## config.mk

```make
export PLATFORM = sky130hd
export DESIGN_NAME = wdg_timer
export DESIGN_NICKNAME = d
export VERILOG_FILES = /design/src/wdg_timer.v
export VERILOG_INCLUDE_DIRS = /design/src
export SDC_FILE = /design/constraint.sdc
export NUM_CORES = 1
export LEC_CHECK = 0
export BUFFER_PORTS_ARGS = -buffer_cell sky130_fd_sc_hd__buf_2
export CAP_MARGIN = 20
export CORE_ASPECT_RATIO = 0.7
export CORE_UTILIZATION = 59
export DETAILED_ROUTE_END_ITERATION = 16
export GPL_TIMING_DRIVEN = 0
export PLACE_DENSITY = 0.89
export SLEW_MARGIN = 15
export SYNTH_ARGS = -nofsm -noshare
export SYNTH_HDL_FRONTEND = slang
export SYNTH_SLANG_ARGS = --single-unit
```

## constraint.sdc

```tcl
create_clock -name clk_sys -period 7.65 [get_ports clk_sys]
set_clock_uncertainty 0.05 [all_clocks]
set_input_delay 1.53 -clock clk_sys [delete_from_list [all_inputs] [get_ports clk_sys]]
set_output_delay 1.53 -clock clk_sys [all_outputs]
set_load 0.02 [all_outputs]
```

## src/wdg_defines.vh

```
`ifndef WDG_DEFINES_VH
`define WDG_DEFINES_VH

// register byte offsets
`define WDG_CTRL_OFS      12'h000
`define WDG_WAKE_OFS      12'h004
`define WDG_STAT_OFS      12'h008
`define WDG_MASK_OFS      12'h00C

// guard_control_reg fields
`define WDG_CLR_BIT       0
`define WDG_RSTEN_BIT     1
`define WDG_EN_BIT        7
`define WDG_SEL_LSB       8
`define WDG_SEL_MSB       10

// wakeup_enable_reg field
`define WDG_WAKEEN_BIT    4

// status and mask layout
`define WDG_ST_TMO        0
`define WDG_ST_WAKE       1
`define WDG_ST_CAUSE      2
`define WDG_ST_W          3

// reset values
`define WDG_CTRL_RST      32'h00000000
`define WDG_SEL_RST       3'h0
`define WDG_STAT_RST      3'h0
`define WDG_MASK_RST      3'h0

// counter and timing, in guard clock periods
`define WDG_CNT_W         18
`define WDG_BASE_EXP      5'h04
`define WDG_GRACE_TICKS   1024
`define WDG_GRACE_W       11
`define WDG_RST_TICKS     63
`define WDG_RST_W         6

// restart address of the processor after a guard reset
`define WDG_RESET_VECTOR  32'h00000000

`endif

```

## src/wdg_timer.v

```verilog
// The address map and the APB register port were decided locally.
`timescale 1ns/1ns
`include "wdg_defines.vh"
// Operation
// [RULE_01] 18-bit up-counter on guard clock
// [RULE_02] enable bit 7 starts counting
// [RULE_03] timeout sets flag; irq only if enabled
// [RULE_04] 1024-clock grace after each timeout; a timeout inside an open window does not restart it
// [RULE_05] bit 0 clears counter, self-clears
// [RULE_06] select bits 10:8 choose eight intervals
// [RULE_07] code 000 gives 2^4, 111 gives 2^18
// [RULE_08] grace expiry sets cause flag, resets chip
// [RULE_09] chip reset lasts 63 guard clocks
// [RULE_10] cause flag survives guard reset
// [RULE_11] wake from power-down at interval
// [RULE_12] after wake, clear within 1024 clocks
// [RULE_13] code 110 gives 2^16
// [RULE_14] reset only when reset-enable set
module wdg_timer
#(
  parameter GUARD_DIV = 1,
  parameter DIV_W     = 8
)
(
  input  wire        clk_sys,
  input  wire        reset_n,
  input  wire [11:0] paddr,
  input  wire        psel,
  input  wire        penable,
  input  wire        pwrite,
  input  wire [31:0] pwdata,
  output wire [31:0] prdata,
  output wire        pready,
  output wire        pslverr,
  input  wire        powerDown,
  output wire        wakeReq,
  output wire        chipReset,
  output wire        irq
);

  // last value of each counter, cut to the counter width
  localparam integer            DIV_END    = GUARD_DIV - 1;
  localparam integer            GRACE_END  = `WDG_GRACE_TICKS - 1;
  localparam integer            RST_END    = `WDG_RST_TICKS - 1;
  localparam [DIV_W-1:0]        DIV_LAST   = DIV_END[DIV_W-1:0];
  localparam [`WDG_GRACE_W-1:0] GRACE_LAST = GRACE_END[`WDG_GRACE_W-1:0];
  localparam [`WDG_RST_W-1:0]   RST_LAST   = RST_END[`WDG_RST_W-1:0];

  // control fields
  reg                      guardEnable_r;
  reg                      resetEnable_r;
  reg [2:0]                intervalSel_r;
  reg                      clearReq_r;
  reg                      wakeEnable_r;

  // status, mask and registered outputs
  reg [`WDG_ST_W-1:0]      status_r;
  reg [`WDG_ST_W-1:0]      mask_r;
  reg                      irq_r;
  reg                      wakeReq_r;
  reg [31:0]               prdata_r;

  // guard counters
  reg [`WDG_CNT_W-1:0]     count_r;
  reg                      graceOn_r;
  reg [`WDG_GRACE_W-1:0]   graceCnt_r;
  reg                      rstOn_r;
  reg [`WDG_RST_W-1:0]     rstCnt_r;
  reg [DIV_W-1:0]          divCnt_r;

  // read decode
  reg [31:0]               readMux;
  reg                      addrOk;

  // guard events
  wire                     tick;
  wire [`WDG_CNT_W-1:0]    selMask;
  wire                     timeoutHit;
  wire                     graceExpire;
  wire                     rstStart;
  wire                     rstEnd;
  wire                     wakeHit;

  // bus strobes
  wire                     apbWrite;
  wire                     apbSetupRead;
  wire                     ctrlWrite;
  wire                     wakeWrite;
  wire                     statWrite;
  wire                     maskWrite;

  // status terms
  wire [`WDG_ST_W-1:0]     statusSet;
  wire [`WDG_ST_W-1:0]     statusClr;
  wire [`WDG_ST_W-1:0]     statusKeep;
  wire [`WDG_ST_W-1:0]     status_nxt;
  genvar                   gi;

  // mask of low bits for interval 2^(4 + 2*sel)
  function [`WDG_CNT_W-1:0] interval_mask;
    input [2:0] sel;
    reg   [4:0] expo;
    begin
      expo = `WDG_BASE_EXP + {1'b0, sel, 1'b0};
      interval_mask = ({{(`WDG_CNT_W-1){1'b0}}, 1'b1} << expo) - 1'b1;
    end
  endfunction

  // guard clock tick from the system clock
  always @(posedge clk_sys or negedge reset_n)
  begin
    if (!reset_n)
      divCnt_r <= {DIV_W{1'b0}};
    else if (divCnt_r == DIV_LAST)
      divCnt_r <= {DIV_W{1'b0}};
    else
      divCnt_r <= divCnt_r + 1'b1;
  end

  assign tick = (divCnt_r == DIV_LAST);

  // interval decode; 110 -> 2^16, 111 -> 2^18
  assign selMask = interval_mask(intervalSel_r); // [RULE_06] [RULE_07] [RULE_13]

  // timeout when low interval bits are all ones on a tick
  assign timeoutHit = guardEnable_r & tick & ~clearReq_r & ~rstOn_r &
                      ((count_r & selMask) == selMask); // [RULE_03]

  assign graceExpire = graceOn_r & tick & (graceCnt_r == GRACE_LAST);
  assign rstStart    = graceExpire & resetEnable_r; // [RULE_14]
  assign rstEnd      = rstOn_r & tick & (rstCnt_r == RST_LAST);
  assign wakeHit     = timeoutHit & powerDown & wakeEnable_r; // [RULE_11]

  // apb decode
  assign apbWrite     = psel & penable & pwrite;
  assign apbSetupRead = psel & ~penable & ~pwrite;

  // one write strobe per register, taken in the access cycle
  assign ctrlWrite = apbWrite & (paddr == `WDG_CTRL_OFS);
  assign wakeWrite = apbWrite & (paddr == `WDG_WAKE_OFS);
  assign statWrite = apbWrite & (paddr == `WDG_STAT_OFS);
  assign maskWrite = apbWrite & (paddr == `WDG_MASK_OFS);

  always @*
  begin
    addrOk = 1'b1;
    readMux = 32'h00000000;
    case (paddr)
      `WDG_CTRL_OFS:
      begin
        readMux[`WDG_CLR_BIT] = clearReq_r;
        readMux[`WDG_RSTEN_BIT] = resetEnable_r;
        readMux[`WDG_EN_BIT] = guardEnable_r;
        readMux[`WDG_SEL_MSB:`WDG_SEL_LSB] = intervalSel_r;
      end
      `WDG_WAKE_OFS:
        readMux[`WDG_WAKEEN_BIT] = wakeEnable_r;
      `WDG_STAT_OFS:
        readMux[`WDG_ST_W-1:0] = status_r;
      `WDG_MASK_OFS:
        readMux[`WDG_ST_W-1:0] = mask_r;
      default:
        addrOk = 1'b0;
    endcase
  end

  // zero wait states; unmapped addresses answer with an error
  assign pready  = 1'b1;
  assign pslverr = psel & penable & ~addrOk;

  // read data captured in the setup cycle
  always @(posedge clk_sys or negedge reset_n)
  begin
    if (!reset_n)
      prdata_r <= 32'h00000000;
    else if (apbSetupRead)
      prdata_r <= readMux;
  end

  // control bits; guard reset end restores defaults
  always @(posedge clk_sys or negedge reset_n)
  begin
    if (!reset_n)
    begin
      guardEnable_r <= 1'b0;
      resetEnable_r <= 1'b0;
      intervalSel_r <= `WDG_SEL_RST;
      wakeEnable_r  <= 1'b0;
      mask_r        <= `WDG_MASK_RST;
    end
    else if (rstEnd)
    begin
      guardEnable_r <= 1'b0;
      resetEnable_r <= 1'b0;
      intervalSel_r <= `WDG_SEL_RST;
      wakeEnable_r  <= 1'b0;
      mask_r        <= `WDG_MASK_RST;
    end
    else if (ctrlWrite)
    begin
      guardEnable_r <= pwdata[`WDG_EN_BIT]; // [RULE_02]
      resetEnable_r <= pwdata[`WDG_RSTEN_BIT];
      intervalSel_r <= pwdata[`WDG_SEL_MSB:`WDG_SEL_LSB];
    end
    else if (wakeWrite)
      wakeEnable_r <= pwdata[`WDG_WAKEEN_BIT];
    else if (maskWrite)
      mask_r <= pwdata[`WDG_ST_W-1:0];
  end

  // clear request lives one cycle, dropped once counter is zeroed
  always @(posedge clk_sys or negedge reset_n)
  begin
    if (!reset_n)
      clearReq_r <= 1'b0;
    else if (clearReq_r)
      clearReq_r <= 1'b0; // [RULE_05]
    else if (ctrlWrite && !rstOn_r)
      clearReq_r <= pwdata[`WDG_CLR_BIT];
  end

  // up-counter, held at zero while disabled, clearing or in guard reset
  always @(posedge clk_sys or negedge reset_n)
  begin
    if (!reset_n)
      count_r <= {`WDG_CNT_W{1'b0}};
    else if (!guardEnable_r || clearReq_r || rstOn_r)
      count_r <= {`WDG_CNT_W{1'b0}}; // [RULE_05]
    else if (tick)
      count_r <= count_r + 1'b1; // [RULE_01] [RULE_02]
  end

  // grace window after a timeout, cancelled by a clear
  always @(posedge clk_sys or negedge reset_n)
  begin
    if (!reset_n)
    begin
      graceOn_r  <= 1'b0;
      graceCnt_r <= {`WDG_GRACE_W{1'b0}};
    end
    else if (!guardEnable_r || clearReq_r || rstOn_r)
    begin
      graceOn_r  <= 1'b0; // [RULE_05] [RULE_12]
      graceCnt_r <= {`WDG_GRACE_W{1'b0}};
    end
    else if (graceExpire)
    begin
      graceOn_r  <= 1'b0;
      graceCnt_r <= {`WDG_GRACE_W{1'b0}};
    end
    else if (timeoutHit && !graceOn_r)
    begin
      graceOn_r  <= 1'b1; // [RULE_04] [RULE_12]
      graceCnt_r <= {`WDG_GRACE_W{1'b0}};
    end
    else if (graceOn_r && tick)
      graceCnt_r <= graceCnt_r + 1'b1; // [RULE_04]
  end

  // chip reset pulse of 63 guard clocks
  always @(posedge clk_sys or negedge reset_n)
  begin
    if (!reset_n)
    begin
      rstOn_r  <= 1'b0;
      rstCnt_r <= {`WDG_RST_W{1'b0}};
    end
    else if (rstStart)
    begin
      rstOn_r  <= 1'b1; // [RULE_08]
      rstCnt_r <= {`WDG_RST_W{1'b0}};
    end
    else if (rstEnd)
    begin
      rstOn_r  <= 1'b0; // [RULE_09]
      rstCnt_r <= {`WDG_RST_W{1'b0}};
    end
    else if (rstOn_r && tick)
      rstCnt_r <= rstCnt_r + 1'b1; // [RULE_09]
  end

  // sticky status: set wins over write-one-to-clear
  assign statusSet = {rstStart, wakeHit, timeoutHit}; // [RULE_03] [RULE_08]
  assign statusClr = statWrite ? pwdata[`WDG_ST_W-1:0] : {`WDG_ST_W{1'b0}};

  // guard reset end drops all but the cause flag
  assign statusKeep = {1'b1, {(`WDG_ST_W-1){~rstEnd}}}; // [RULE_10]

  // one sticky flag per status bit
  generate
    for (gi = 0; gi < `WDG_ST_W; gi = gi + 1)
    begin : g_status
      assign status_nxt[gi] = ((status_r[gi] & ~statusClr[gi]) |
                               statusSet[gi]) & statusKeep[gi];
    end
  endgenerate

  always @(posedge clk_sys or negedge reset_n)
  begin
    if (!reset_n)
      status_r <= `WDG_STAT_RST;
    else
      status_r <= status_nxt;
  end

  // level interrupt from unmasked status
  always @(posedge clk_sys or negedge reset_n)
  begin
    if (!reset_n)
      irq_r <= 1'b0;
    else
      irq_r <= |(status_nxt & mask_r); // [RULE_03]
  end

  // one-cycle wake request to the power controller
  always @(posedge clk_sys or negedge reset_n)
  begin
    if (!reset_n)
      wakeReq_r <= 1'b0;
    else
      wakeReq_r <= wakeHit; // [RULE_11]
  end

  assign prdata    = prdata_r;
  assign wakeReq   = wakeReq_r;
  assign chipReset = rstOn_r; // [RULE_08] [RULE_09]
  assign irq       = irq_r;

endmodule

```

Yosys cells after proc, flatten, opt, wreduce, memory -nomap -nowiden
Index checks and enable logic that the tools add are counted.
W data, S select, Z words.
{"block": "classes", "bitwise": 39, "n_eq_ne": 8, "add_sub_neg": 6, "muxes": 36, "shifts": 1, "reduce_logical": 23}
{"operator": "$mux W11", "count": 4}
{"operator": "$mux W18", "count": 2}
{"operator": "$and A1 B1 Y1", "count": 25}
{"operator": "$eq A12 B4 Y1 const B", "count": 2}
{"operator": "$mux W3", "count": 7}
{"operator": "$add A18 B1 Y18 const B", "count": 1}
{"operator": "$and A18 B18 Y18", "count": 1}
{"operator": "$eq A18 B18 Y1", "count": 1}
{"operator": "$mux W6", "count": 3}
{"operator": "$shl A1 B5 Y18 const A", "count": 1}
{"operator": "$sub A18 B1 Y18 const B", "count": 1}
{"operator": "$mux W1", "count": 16}
{"operator": "$eq A12 B3 Y1 const B", "count": 1}
{"operator": "$logic_not A12 Y1", "count": 1}
{"operator": "$add A11 B1 Y11 const B", "count": 1}
{"operator": "$eq A11 B10 Y1 const B", "count": 1}
{"operator": "$reduce_bool A2 Y1", "count": 5}
{"operator": "$not A1 Y1", "count": 9}
{"operator": "$add A8 B1 Y8 const B", "count": 1}
{"operator": "$logic_not A8 Y1", "count": 1}
{"operator": "$mux W8", "count": 1}
{"operator": "$add A6 B1 Y6 const B", "count": 1}
{"operator": "$eq A6 B6 Y1 const B", "count": 1}
{"operator": "$pmux W2 S3", "count": 1}
{"operator": "other kinds (15)", "count": 25}
{"block": "word_totals", "reg_bits": 68, "output_inout_bits": 37, "input_bits": 50}

Logic depth before layout (Yosys ltp)
{"block": "depth", "word_depth": 12, "ltp_mapped": 12}

Least setup slack after synthesis
Ideal clock, no wire load.
{"block": "synth_timing", "kind": "input-to-output", "start": "in paddr[1]", "end": "out pslverr", "stages": 3, "n_path_buf": 0, "arrival_ns": 2.363, "setup_slack_ns": 3.707, "required_ns": 6.070, "cell_sequence": "nor4_1 nand4_1 and3_1"}
{"block": "synth_between", "elab_chain_len": 5}
{"element": "start: declaration", "line": "wdg_timer.v:27", "source": "input wire [11:0] paddr,"}
{"element": "$eq A12 B3 Y1 (tied with other cells)", "line": "wdg_timer.v:148", "source": "case (paddr)"}
{"element": "$reduce_or A4 Y1 (no line) *"}
{"element": "$mux W1 *", "line": "wdg_timer.v:148"}
{"element": "$not A1 Y1 *", "line": "wdg_timer.v:169", "source": "assign pslverr = psel & penable & ~addrOk;"}
{"element": "$and A1 B1 Y1 *", "line": "wdg_timer.v:169"}
{"element": "end: declaration", "line": "wdg_timer.v:34", "source": "output wire pslverr,"}
Mark *: on every way between the ends. The rest lies on a longest branch, timed or not.

Final worst setup path
Same ends and word-level chain as after synthesis.

==> results.json <==
{
  "final_layout_size_suffix_gt1_share_pct": 20.3,
  "grt_remaining_overflow": 0,
  "initial_utilization_pct": 62.5,
  "synth-async-reset-ratio_pct": 100,
  "critPathMaxStageDelay_ns": 0.34,
  "root_buffer": "sky130_fd_sc_hd__clkbuf_8",
  "port_buffers": 35,
  "leakage_nw": 2.08,
  "ys_ff_latch": 68,
  "gpl.final_weighted_congestion": 0.893,
  "cts_resized": 0,
  "critical_path.slowest_cell": "sky130_fd_sc_hd__nor4_1",
  "min_period_ns": 4.28,
  "hold_path_depth": 2,
  "synth_enable_flop_cells": 0,
  "cts_tree": "built",
  "final.period_utilization_pct": 56.0,
  "clk_pin_slew_ns": 0.07,
  "cts_buffers": 9,
  "outcome": "complete, no violations",
  "yosys_most_used_dff": "sky130_fd_sc_hd__dfrtp_1",
  "cts-hold-fix-buffers": 0,
  "critical_path.reg2reg.startpoint": "intervalSel_r[1]",
  "drtIter0Drc": 228,
  "yosysWarnings": 0,
  "hp-start": "prdata[9]",
  "ant_nets": 0,
  "design.core.area_sq_mm": 0.00640,
  "rsz0062_at_grt": "no",
  "postCtsSetupRepairBufs": 0,
  "syn-mean-instance-area_sq_um": 9.35,
  "setup-tns-final_ns": 0,
  "route.detailed.vias_per_inst": 5.56,
  "final_common_cell": "sky130_fd_sc_hd__dfrtp_1",
  "dieArea_sq_mm": 0.00712,
  "path_delay_family": "simple AND/OR/NAND/NOR gates",
  "routed_wl_microns": 8350,
  "grt_pass1_vias": 3105,
  "worstReg2RegEnd": "graceCnt_r[7]",
  "most_frequent_cells_in_the_layout": "sky130_fd_sc_hd__dfrtp_1, sky130_fd_sc_hd__nor2_1, sky130_fd_sc_hd__nand2_1, sky130_fd_sc_hd__buf_2, sky130_fd_sc_hd__nand3_1",
  "cts_htree_levels": 3,
  "clock.fmax_mhz": 233,
  "drc": 0,
  "cp_cell_sequence": "buf_2 -> nor4_1 -> nand4_1 -> and3_1 -> buf_2",
  "critical_path_source_type": "primary input",
  "grt_pass1_wl_microns": 14300,
  "critical_path_arrival_ns": 2.70,
  "cts_sinks": 68,
  "timing.hold.worst.class": "reg2reg",
  "irDropWorstVdd_mv": 0.0864,
  "clock_insertion_delay_worst_skew_ns": 0.35,
  "worst_pin_slew_ns": 0.868,
  "die_w_microns": 100,
  "finalSetupViolCount": 0,
  "pin_count_of_the_biggest_net_entering_global_routing": 58,
  "routed_wire_length_per_instance_microns": 14.1,
  "synthDistinctLibCells": 66,
  "reg2reg_depth": 10,
  "timing_hold_violations_final": 0,
  "reg2reg_setup_slack_ns": 4.00,
  "cpMostUsedCell": "sky130_fd_sc_hd__buf_2",
  "path_buf_inv": 2,
  "netlist_area_sq_mm": 0.00400,
  "global_route.usage.total_pct": 25.5,
  "placementRows": 24,
  "cts.path.max_buffers": 2,
  "report.final.slew_viol_count": 0,
  "cellPowerDensity_mw_per_mm2": 151,
  "relSlewSlack_pct": 41.7,
  "via_count": 3300,
  "worst_setup_path_end_kind": "primary output",
  "design.final.nets": 558,
  "n_antenna_cell": 0,
  "worst_ep_required_time_ns": 6.07,
  "initial_antenna_violation_count": 0,
  "die_height_microns": 70.9,
  "dp_hpwl_microns": 6230,
  "syn-instance-count": 428,
  "path_max_fanout": 6,
  "holdPathEnd": "prdata[9]",
  "critical_path_class": "in2out",
  "num_io_pins": 87,
  "sequential_fraction_of_the_synthesis_area_pct": 42.5,
  "initial_drt_pass_iterations": 5,
  "flow.area_growth_from_synthesis_pct": 14.9,
  "cap_violations": 0,
  "finish.utilization_pct": 71.9
}
## cell families after synthesis
group	share of synthesized area (%)
XOR/XNOR	5.69
flip-flops	42.5
adder cells (fa/ha/maj)	3.13
buffers and inverters	7.94
AND/OR/NAND/NOR	24.3
multiplexers	3.50
AO/OA/AOI/OAI	12.7
other	0.188
## power by group
group          internal (mW)  leakage (nW)  switching [mW]
sequential             0.359         0.945       0.0000806
clock                  0.148        0.0910           0.140
combinational         0.0167          1.04          0.0275
total                  0.524          2.08           0.168
## cell usage after synthesis (all sizes together) (4+ instances only)
library cell	n	area share, %
a31oi	6	1.1
o21ai	8	1.3
inv	15	1.4
nand2	45	4.5
xor2	12	2.6
a21oi	16	2.0
buf	31	5.8
mux2i	14	3.5
nand3	32	4.0
and2	5	0.78
nor2	47	4.4
dfrtp	68	43
o311ai	4	0.88
clkbuf	8	0.75
nor3	14	1.8
ha	10	3.1
nand4	7	1.5
and3	10	1.6
and4	4	0.88
xnor2	14	3.1
o211ai	8	1.6
or3	4	0.63
## stage by stage
stage / std cells / power (mW) / hold WS (ns) / instance area [sq um] / setup WS [ns]
after CTS: 594 / 0.696 / 0.421 / 4600 / 3.36
final: 594 / 0.692 / 0.415 / 4600 / 3.37
after global placement: 577 / 0.408 / 0.403 / 4380 / 3.42
after global routing: 594 / 0.718 / 0.453 / 4600 / 3.22
after floorplan: 451 / 0.393 / 0.396 / 4090 / 3.71
after detailed placement: 578 / 0.410 / 0.405 / 4410 / 3.34
## area by class of cell
| type | instances | area, sq um |
|---|---|---|
| buffer | 39 | 262 |
| inverter | 15 | 56.3 |
| tap | 91 | 114 |
| sequential | 68 | 1700 |
| clock inverter | 7 | 67.6 |
| fill | 464 | 1800 |
| timing repair buffer | 36 | 205 |
| multi-input combinational | 329 | 2070 |
| clock buffer | 9 | 124 |
## registers in the layout, indices dropped and copies added, names as in the netlist
name / count
chipReset: 1
irq: 1
mask_r: 3
resetEnable_r: 1
count_r: 18
status_r: 3
graceOn_r: 1
graceCnt_r: 11
wakeEnable_r: 1
wakeReq: 1
rstCnt_r: 6
divCnt_r: 8
intervalSel_r: 3
clearReq_r: 1
guardEnable_r: 1
prdata: 8
## worst max-delay path by stage
stage / startpoint / endpoint / slack, ns / cells after the start
6_report: paddr[1] / pslverr / 3.37 / 5
5_1_grt: paddr[1] / pslverr / 3.22 / 5
4_1_cts: paddr[1] / pslverr / 3.36 / 5
3_5_place_dp: paddr[1] / pslverr / 3.34 / 5
3_3_place_gp: paddr[1] / pslverr / 3.42 / 5
2_1_floorplan: paddr[1] / pslverr / 3.71 / 3
## worst register-to-register path, delay by kind of cell, from the launching register on
kind | cells | cell delay (ns)
AO/OA/AOI/OAI | 3 | 0.98
flip-flops | 1 | 0.37
buffers and inverters | 2 | 0.23
AND/OR/NAND/NOR | 3 | 1.23
adder cells (fa/ha/maj) | 2 | 0.69
## layer usage
layer  up-vias  routed length, microns  part of all wire [%]  track usage [%]
met2       113                    3890                    47             38.8
met3        18                     576                   6.9             8.79
met4         0                      91                   1.1             8.53
met1      1565                    3790                    45             34.3
met5         -                       0                     0                0
li1       1604                       -                     -                -
Power figures use the tool's default switching activity.
